--- config.mk ---
export PLATFORM = sky130hd
export DESIGN_NAME = otfr_top
export DESIGN_NICKNAME = d
export VERILOG_FILES = /design/src/verilog/otfr_pkg.sv /design/src/verilog/otfr_tick_gen.sv /design/src/verilog/otfr_cmp.sv /design/src/verilog/otfr_top.sv
export SDC_FILE = /design/constraint.sdc
export NUM_CORES = 1
export LEC_CHECK = 0
export BUFFER_PORTS_ARGS = -buffer_cell sky130_fd_sc_hd__buf_2
export CELL_PAD_IN_SITES_DETAIL_PLACEMENT = 1
export CELL_PAD_IN_SITES_GLOBAL_PLACEMENT = 2
export CORE_MARGIN = 4
export CORE_UTILIZATION = 36
export DETAILED_ROUTE_END_ITERATION = 10
export PLACE_DENSITY = 0.79
export SYNTH_ARGS = -nofsm -noshare
export SYNTH_HDL_FRONTEND = slang
export SYNTH_SLANG_ARGS = --single-unit
--- constraint.sdc ---
create_clock -name clk -period 2.6 [get_ports clk]
set_input_delay 0.26 -clock clk [delete_from_list [all_inputs] [get_ports clk]]
set_output_delay 0.26 -clock clk [all_outputs]
set_load 0.01 [all_outputs]
--- src/verilog/otfr_pkg.sv ---
package otfr_pkg;

    // command codes of the supervision registers
    localparam logic [7:0]  CMD_FAULT_THR   = 8'h4F;
    localparam logic [7:0]  CMD_REACTION    = 8'h50;
    localparam logic [7:0]  CMD_WARN_THR    = 8'h51;

    // fields of the fault reaction byte
    localparam int          DELAY_LSB       = 0;
    localparam int          DELAY_MSB       = 2;
    localparam int          RETRY_LSB       = 3;
    localparam int          RETRY_MSB       = 5;
    localparam int          RESP_LSB        = 6;
    localparam int          RESP_MSB        = 7;
    localparam int          REACT_W         = 8;
    localparam int          LIN_W           = 16;
    localparam int          MANT_MSB        = 10;

    localparam logic [1:0]  RESP_IGNORE     = 2'h0;
    localparam logic [1:0]  RESP_DISABLE    = 2'h2;
    localparam logic [2:0]  RETRY_NONE      = 3'h0;
    localparam logic [2:0]  RETRY_FOREVER   = 3'h7;
    localparam logic [2:0]  CNT_ZERO        = 3'h0;
    localparam logic [2:0]  CNT_ONE         = 3'h1;

    // reset contents of the registers
    localparam logic [7:0]  REACTION_RST    = 8'h80;
    localparam logic [15:0] FAULT_THR_RST   = 16'h007D;
    localparam logic [15:0] WARN_THR_RST    = 16'h0073;
    localparam logic [15:0] RDATA_ZERO      = 16'h0000;

    // delay unit and clock rate
    localparam int          CLK_PERIOD_NS   = 50;
    localparam int          DELAY_UNIT_MS   = 200;
    localparam int          NS_PER_MS       = 1000000;
    localparam int          TICK_CYCLES     = DELAY_UNIT_MS * (NS_PER_MS / CLK_PERIOD_NS);
    localparam int          TICK_W          = 22;
    localparam logic [21:0] TICK_CNT_ZERO   = 22'h000000;

    typedef enum logic [1:0] {
        OTFR_RUN     = 2'h0,
        OTFR_DELAY   = 2'h1,
        OTFR_RESTART = 2'h3,
        OTFR_LATCHED = 2'h2
    } otfr_state_e;

    // with exponent 0 the value is the signed eleven-bit mantissa in degrees
    function automatic logic signed [10:0] otfr_mant(input logic [15:0] v);
        return $signed(v[MANT_MSB:0]);
    endfunction

    function automatic logic otfr_above(input logic [15:0] meas, input logic [15:0] lim);
        return otfr_mant(meas) > otfr_mant(lim);
    endfunction

endpackage

--- src/verilog/otfr_tick_gen.sv ---
module otfr_tick_gen #(
    parameter int TICK_CYCLES = otfr_pkg::TICK_CYCLES
) (
    input  wire logic clk,
    input  wire logic rstn,
    input  wire logic ce,
    input  wire logic clr,
    output logic      tick
);

    localparam logic [otfr_pkg::TICK_W-1:0] TOP  = otfr_pkg::TICK_W'(TICK_CYCLES - 1);
    localparam logic [otfr_pkg::TICK_W-1:0] STEP = otfr_pkg::TICK_W'(1);

    logic [otfr_pkg::TICK_W-1:0] cnt_reg;
    logic [otfr_pkg::TICK_W-1:0] cnt_next;
    logic                        wrap;

    // restarted by clr so the first unit of a delay is a full one
    assign wrap     = (cnt_reg == TOP);
    assign cnt_next = (clr || wrap) ? otfr_pkg::TICK_CNT_ZERO : cnt_reg + STEP;

    // unit tick
    always_ff @(posedge clk or negedge rstn) begin
        if (!rstn) begin
            cnt_reg <= otfr_pkg::TICK_CNT_ZERO;
            tick    <= 1'b0;
        end else if (ce) begin
            cnt_reg <= cnt_next;
            tick    <= wrap && !clr;
        end
    end
endmodule // otfr_tick_gen

--- src/verilog/otfr_cmp.sv ---
module otfr_cmp (
    input  wire logic        clk,
    input  wire logic        rstn,
    input  wire logic        ce,
    input  wire logic [15:0] temp_meas,
    input  wire logic [15:0] fault_thr,
    input  wire logic [15:0] warn_thr,
    output logic             fault_lvl,
    output logic             warn_lvl
);

    logic fault_hit;
    logic warn_hit;

    // fault trip
    assign fault_hit = otfr_pkg::otfr_above(temp_meas, fault_thr);
    // warning trip
    assign warn_hit  = otfr_pkg::otfr_above(temp_meas, warn_thr);

    always_ff @(posedge clk or negedge rstn) begin
        if (!rstn) begin
            fault_lvl <= 1'b0;
            warn_lvl  <= 1'b0;
        end else if (ce) begin
            fault_lvl <= fault_hit;
            warn_lvl  <= warn_hit;
        end
    end
endmodule // otfr_cmp

--- src/verilog/otfr_top.sv ---
// Contract
// reaction bits 2:0 are the unsigned restart delay in 200 ms units.
// response 00 keeps the output running through an over-temperature fault.
// response 10 disables the output on fault, then follows the retry count.
// retry count 000 never restarts; output stays off until cleared.
// retry counts 1 to 6 restart that often, then latch off until cleared.
// successive restart attempts are spaced by the programmed delay.
// retry count 111 retries until commanded off, bias lost, or other fault.
// warning flag rises only when temperature is strictly above its threshold.
// warning threshold is linear, exponent 0, degrees Celsius.
// fault threshold is linear, exponent 0; exceeding it triggers the response.
// restart delay counts 200 ms ticks derived from the system clock.
module otfr_top #(
    parameter int TICK_CYCLES = otfr_pkg::TICK_CYCLES
) (
    input  wire logic        clk,
    input  wire logic        rstn,
    input  wire logic        ce,
    input  wire logic        cmd_wr,
    input  wire logic        cmd_rd,
    input  wire logic [7:0]  cmd_code,
    input  wire logic [15:0] cmd_wdata,
    input  wire logic [15:0] temp_meas,
    input  wire logic        cmd_off,
    input  wire logic        bias_ok,
    input  wire logic        other_fault,
    input  wire logic        fault_clear,
    output logic [15:0]      cmd_rdata,
    output logic             cmd_unknown,
    output logic             out_enable,
    output logic             ot_fault_flag,
    output logic             ot_warn_flag,
    output logic             latched_off
);

    logic [7:0]            reaction_reg;
    logic [15:0]           fault_thr_reg;
    logic [15:0]           warn_thr_reg;
    otfr_pkg::otfr_state_e state_reg;
    otfr_pkg::otfr_state_e state_next;
    logic [2:0]            attempt_reg;
    logic [2:0]            attempt_next;
    logic [2:0]            delay_reg;
    logic [2:0]            delay_next;
    logic                  fault_lvl;
    logic                  warn_lvl;
    logic                  tick;

    wire  [1:0]            resp_f   = reaction_reg[otfr_pkg::RESP_MSB:otfr_pkg::RESP_LSB];
    wire  [2:0]            retry_f  = reaction_reg[otfr_pkg::RETRY_MSB:otfr_pkg::RETRY_LSB];
    wire  [2:0]            delay_f  = reaction_reg[otfr_pkg::DELAY_MSB:otfr_pkg::DELAY_LSB];

    wire                   hit_reaction  = (cmd_code == otfr_pkg::CMD_REACTION);
    wire                   hit_fault_thr = (cmd_code == otfr_pkg::CMD_FAULT_THR);
    wire                   hit_warn_thr  = (cmd_code == otfr_pkg::CMD_WARN_THR);
    wire                   hit_any       = hit_reaction || hit_fault_thr || hit_warn_thr;

    wire   [15:0]          rdata_sel =
        hit_reaction  ? {8'h00, reaction_reg} :
        hit_fault_thr ? fault_thr_reg :
        hit_warn_thr  ? warn_thr_reg  : otfr_pkg::RDATA_ZERO;

    // ends of continuous retry
    wire                   stop_cond   = cmd_off || !bias_ok || other_fault;
    // disable response
    wire                   shut_req    = fault_lvl && (resp_f == otfr_pkg::RESP_DISABLE);
    wire                   forever_f   = (retry_f == otfr_pkg::RETRY_FOREVER);
    // attempts left
    wire                   more_tries  = forever_f || (attempt_reg < retry_f);
    wire                   enter_delay = (state_reg != otfr_pkg::OTFR_DELAY) &&
                                         (state_next == otfr_pkg::OTFR_DELAY);
    wire                   out_next    = ((state_next == otfr_pkg::OTFR_RUN) ||
                                          (state_next == otfr_pkg::OTFR_RESTART)) &&
                                         !cmd_off && bias_ok;

    otfr_cmp u_cmp (
        .clk       (clk),
        .rstn      (rstn),
        .ce        (ce),
        .temp_meas (temp_meas),
        .fault_thr (fault_thr_reg),
        .warn_thr  (warn_thr_reg),
        .fault_lvl (fault_lvl),
        .warn_lvl  (warn_lvl)
    );

    otfr_tick_gen #(
        .TICK_CYCLES (TICK_CYCLES)
    ) u_tick (
        .clk  (clk),
        .rstn (rstn),
        .ce   (ce),
        .clr  (enter_delay),
        .tick (tick)
    );

    // register writes; unknown codes are ignored and flagged on read or write
    always_ff @(posedge clk or negedge rstn) begin
        if (!rstn) begin
            reaction_reg  <= otfr_pkg::REACTION_RST;
            fault_thr_reg <= otfr_pkg::FAULT_THR_RST;
            warn_thr_reg  <= otfr_pkg::WARN_THR_RST;
        end else if (ce && cmd_wr) begin
            if (hit_reaction) begin
                reaction_reg <= cmd_wdata[otfr_pkg::REACT_W-1:0];
            end
            if (hit_fault_thr) begin
                fault_thr_reg <= cmd_wdata;
            end
            if (hit_warn_thr) begin
                warn_thr_reg <= cmd_wdata;
            end
        end
    end

    always_ff @(posedge clk or negedge rstn) begin
        if (!rstn) begin
            cmd_rdata   <= otfr_pkg::RDATA_ZERO;
            cmd_unknown <= 1'b0;
        end else if (ce && (cmd_rd || cmd_wr)) begin
            cmd_rdata   <= cmd_rd ? rdata_sel : cmd_rdata;
            cmd_unknown <= !hit_any;
        end
    end

    // response state machine
    always_comb begin
        state_next   = state_reg;
        attempt_next = attempt_reg;
        delay_next   = delay_reg;
        unique case (state_reg)
            otfr_pkg::OTFR_RUN: begin
                // ignore keeps running
                // shut down then retries
                if (shut_req) begin
                    attempt_next = otfr_pkg::CNT_ZERO;
                    // delay field loaded
                    delay_next   = delay_f;
                    // no retry latches
                    if (retry_f == otfr_pkg::RETRY_NONE) begin
                        state_next = otfr_pkg::OTFR_LATCHED;
                    end else begin
                        state_next = otfr_pkg::OTFR_DELAY;
                    end
                end
            end
            otfr_pkg::OTFR_DELAY: begin
                // spacing between attempts
                if (stop_cond) begin
                    state_next = otfr_pkg::OTFR_LATCHED;
                end else if (delay_reg == otfr_pkg::CNT_ZERO) begin
                    state_next = otfr_pkg::OTFR_RESTART;
                    if (!forever_f) begin
                        attempt_next = attempt_reg + otfr_pkg::CNT_ONE;
                    end
                end else if (tick) begin
                    delay_next = delay_reg - otfr_pkg::CNT_ONE;
                end
            end
            otfr_pkg::OTFR_RESTART: begin
                // judge the attempt
                if (!fault_lvl) begin
                    state_next = otfr_pkg::OTFR_RUN;
                end else if (stop_cond || !more_tries) begin
                    state_next = otfr_pkg::OTFR_LATCHED;
                end else begin
                    state_next = otfr_pkg::OTFR_DELAY;
                    delay_next = delay_f;
                end
            end
            otfr_pkg::OTFR_LATCHED: begin
                // off until cleared
                if (fault_clear && !fault_lvl) begin
                    state_next = otfr_pkg::OTFR_RUN;
                end
            end
        endcase
    end

    always_ff @(posedge clk or negedge rstn) begin
        if (!rstn) begin
            state_reg   <= otfr_pkg::OTFR_RUN;
            attempt_reg <= otfr_pkg::CNT_ZERO;
            delay_reg   <= otfr_pkg::CNT_ZERO;
            out_enable  <= 1'b0;
            latched_off <= 1'b0;
        end else if (ce) begin
            state_reg   <= state_next;
            attempt_reg <= attempt_next;
            delay_reg   <= delay_next;
            out_enable  <= out_next;
            latched_off <= (state_next == otfr_pkg::OTFR_LATCHED);
        end
    end

    // sticky flags: a new event in the clearing cycle wins over the clear
    always_ff @(posedge clk or negedge rstn) begin
        if (!rstn) begin
            ot_fault_flag <= 1'b0;
            ot_warn_flag  <= 1'b0;
        end else if (ce) begin
            // fault flagged
            ot_fault_flag <= fault_lvl || (ot_fault_flag && !fault_clear);
            // warning flagged
            ot_warn_flag  <= warn_lvl || (ot_warn_flag && !fault_clear);
        end
    end
endmodule // otfr_top

==> results by group <==
Clock network
  – Clk root buf: clkbuf_16
  – Post-CTS sizing: 0
  – CTS tree: done
  – Num CTS Buffers: 9
  – Deepest clock path buffer count: 2
  – Reg clk slew, reported paths: 70 ps
  – Clock Latency Late Sink: 340 ps
  – Clock sinks: 94
  – H-tree Lvls: 3

Global routing
  – Grt total ovfl: 0
  – Largest net degree at the start of global routing: 54
  – Vias in the first global route: 4107
  – GRT Util Overall: 0.169
  – First-pass GRT wire length: 21.5 mm
  – Antenna violations before repair: 0

Routing
  – Vias per cell: 5.31
  – Post-route ant nets: 0
  – Vias after detailed routing: 3986
  – Routed WL: 13.2 mm
  – WL per Instance: 17.6 um
  – Residual DRC: 0
  – DRT iter0 DRCs: 218
  – First-pass iteration count of the detailed router: 4

Worst setup path
  – Slowest CP cell: o21ai_2
  – Critical path peak fanout: 20
  – Critical path type: flip-flop to flip-flop
  – Slowest Stage Delay on Critical Path: 660 ps
  – Worst setup EP type: flip-flop
  – CP required: 2790 ps
  – CP Cell Sequence: and3b_1 > nor2_1 > or4b_1 > o21ai_2 > a21oi_1
  – Startpoint Class: flip-flop
  – Worst EP arrival: 2550 ps

Die
  – Die H: 125 um
  – # IOs: 70
  – Initial Util: 0.371
  – Die W: 125 um
  – Core area: 13400 um2
  – Rows: 42
  – DIE AREA: 15700 um2

Placement
  – DP HPWL: 9.98 mm
  – Pre-CTS setup slack: 72.5 ps
  – IO buf count: 64
  – Gpl congestion: 0.836

Timing
  – Final hold vios: 0
  – Max-slew headroom: 0.460
  – Final period utilization: 0.908
  – Minimum clock period: 2360 ps
  – Final setup vio count: 0
  – Post-route setup slack: 240 ps
  – Max frequency: 0.424 GHz
  – Clock Skews: 6.41 ps
  – Slew Limit Fails: 0
  – Setup TNS: 0 ps
  – Setup repair after global routing missed its margin: false
  – Worst Max-Slew Pin Slew: 810 ps

Cells and area
  – Area Overhead vs Synth: 18.0%
  – Diodes inserted: 0
  – Layout Utilization: 0.437
  – Most frequent cells in the layout: dfrtp_1 (82), buf_2 (63), nand2_1 (53)
  – Fraction of layout cells with a size suffix above 1: 0.245
  – Max FFs per register: 22
  – Most common cell after layout, fill and taps aside: dfrtp_1
  – Nets: 648

Power
  – Pwr per Cell Area: 655 nW/um2
  – Lkg Pwr: 2.73 nW
  – Worst vdd ir: 0.000305 V

Hold path
  – Worst hold path class: primary input to flip-flop

Yosys
  – Count of warnings emitted by yosys: 0
  – Post-synth design cell area: 4970 um2
  – EDFF count, synth: 0
  – Synth Area per Inst: 9.97 um2
  – Ys async rst share: 1.00
  – Syn_nets: 576
  – Post-synthesis sequential area ratio: 0.477
  – Synthesis-stage register bit count: 94
  – Primary FF master, synth: dfrtp_1
  – Gate Count Post-Synth: 498
  – Distinct cells, synth: 53

Run
  – Max-capacitance violation count: 0

Run status
  – Status: finished, final reports clean
-- power breakdown --
group / switching, mW / internal (mW) / total (mW)
Clock: 0.583 / 0.777 / 1.36
Sequential: 0.122 / 1.59 / 1.71
Combinational: 0.466 / 0.301 / 0.766
Total: 1.17 / 2.67 / 3.84
-- critical path: cells and delay by family (launching register included) --
kind | cells | cell delay (ps)
AO/OA/AOI/OAI | 2 | 830
AND/OR/NAND/NOR | 3 | 840
flip-flops | 1 | 540
-- cell usage after synthesis (all sizes together), types with 9 or more instances --
cell	n	share of area
mux2	29	0.066
nand4	14	0.018
nor2	24	0.018
dfrtp	82	0.41
ha	29	0.073
nand2	53	0.040
nand3	18	0.019
o21ai	49	0.050
dfstp	12	0.063
nor3	9	0.011
xor2	15	0.026
inv	34	0.026
a22oi	9	0.014
a21oi	33	0.033
-- per-stage QoR --
stage	std cells	cell area, um2	hold slack, ps	power, mW
after detailed placement	734	5540	288	2.51
after global routing	751	5860	150	4.08
after global placement	734	5540	281	2.46
after CTS	751	5860	128	3.89
after floorplan	498	4970	-35.6	2.24
final	751	5860	140	3.84
-- path summary, 6_finish.rpt --
path | to | cells after the start | slack [ps] | startpoint
min in group asynchronous | cmd_rdata[10] | 2 | 450 | rstn
setup / recovery | u_tick.cnt_reg[8] | 5 | 240 | reaction_reg[7]
hold reg to reg | cmd_unknown | 2 | 470 | cmd_unknown
setup reg to reg | u_tick.cnt_reg[8] | 5 | 240 | reaction_reg[7]
hold / removal | fault_thr_reg[10] | 3 | 140 | cmd_wdata[10]
max in group asynchronous | state_reg[0] | 3 | 1470 | rstn
-- routing by layer --
layer | global-route usage | vias to the layer above | part of all wire | wire (um)
met2 | 0.279 | 63 | 0.48 | 6380
met1 | 0.229 | 1989 | 0.47 | 6230
li1 | - | 1923 | - | -
met5 | 0 | - | 0 | 0
met3 | 0.0281 | 11 | 0.036 | 471
met4 | 0.0485 | 0 | 0.0093 | 123
-- cell type report --
type                       count  area [um2]
multi-input combinational    353        2400
clock inverter                 6        70.1
tap                          176         220
timing repair buffer          77         435
clock buffer                  10         239
sequential                    94        2370
inverter                      35         131
fill                        1545        7540
-- repair_timing --
action	CTS	global route
setup buffers	0	0
hold buffers	1	0
endpoints found under the hold margin	29	0
-- kinds of logic (layout without fill, tap and decap cells) --
group	count (synthesis)	in the layout	share of synthesized area
adder cells (fa/ha/maj)	29	29	0.0730
XOR/XNOR	19	19	0.0335
multiplexers	37	37	0.0819
flip-flops	94	94	0.477
AND/OR/NAND/NOR	152	152	0.156
AO/OA/AOI/OAI	116	116	0.139
buffers and inverters	51	128	0.0408
No activity file was read; power rests on OpenSTA's default activity.
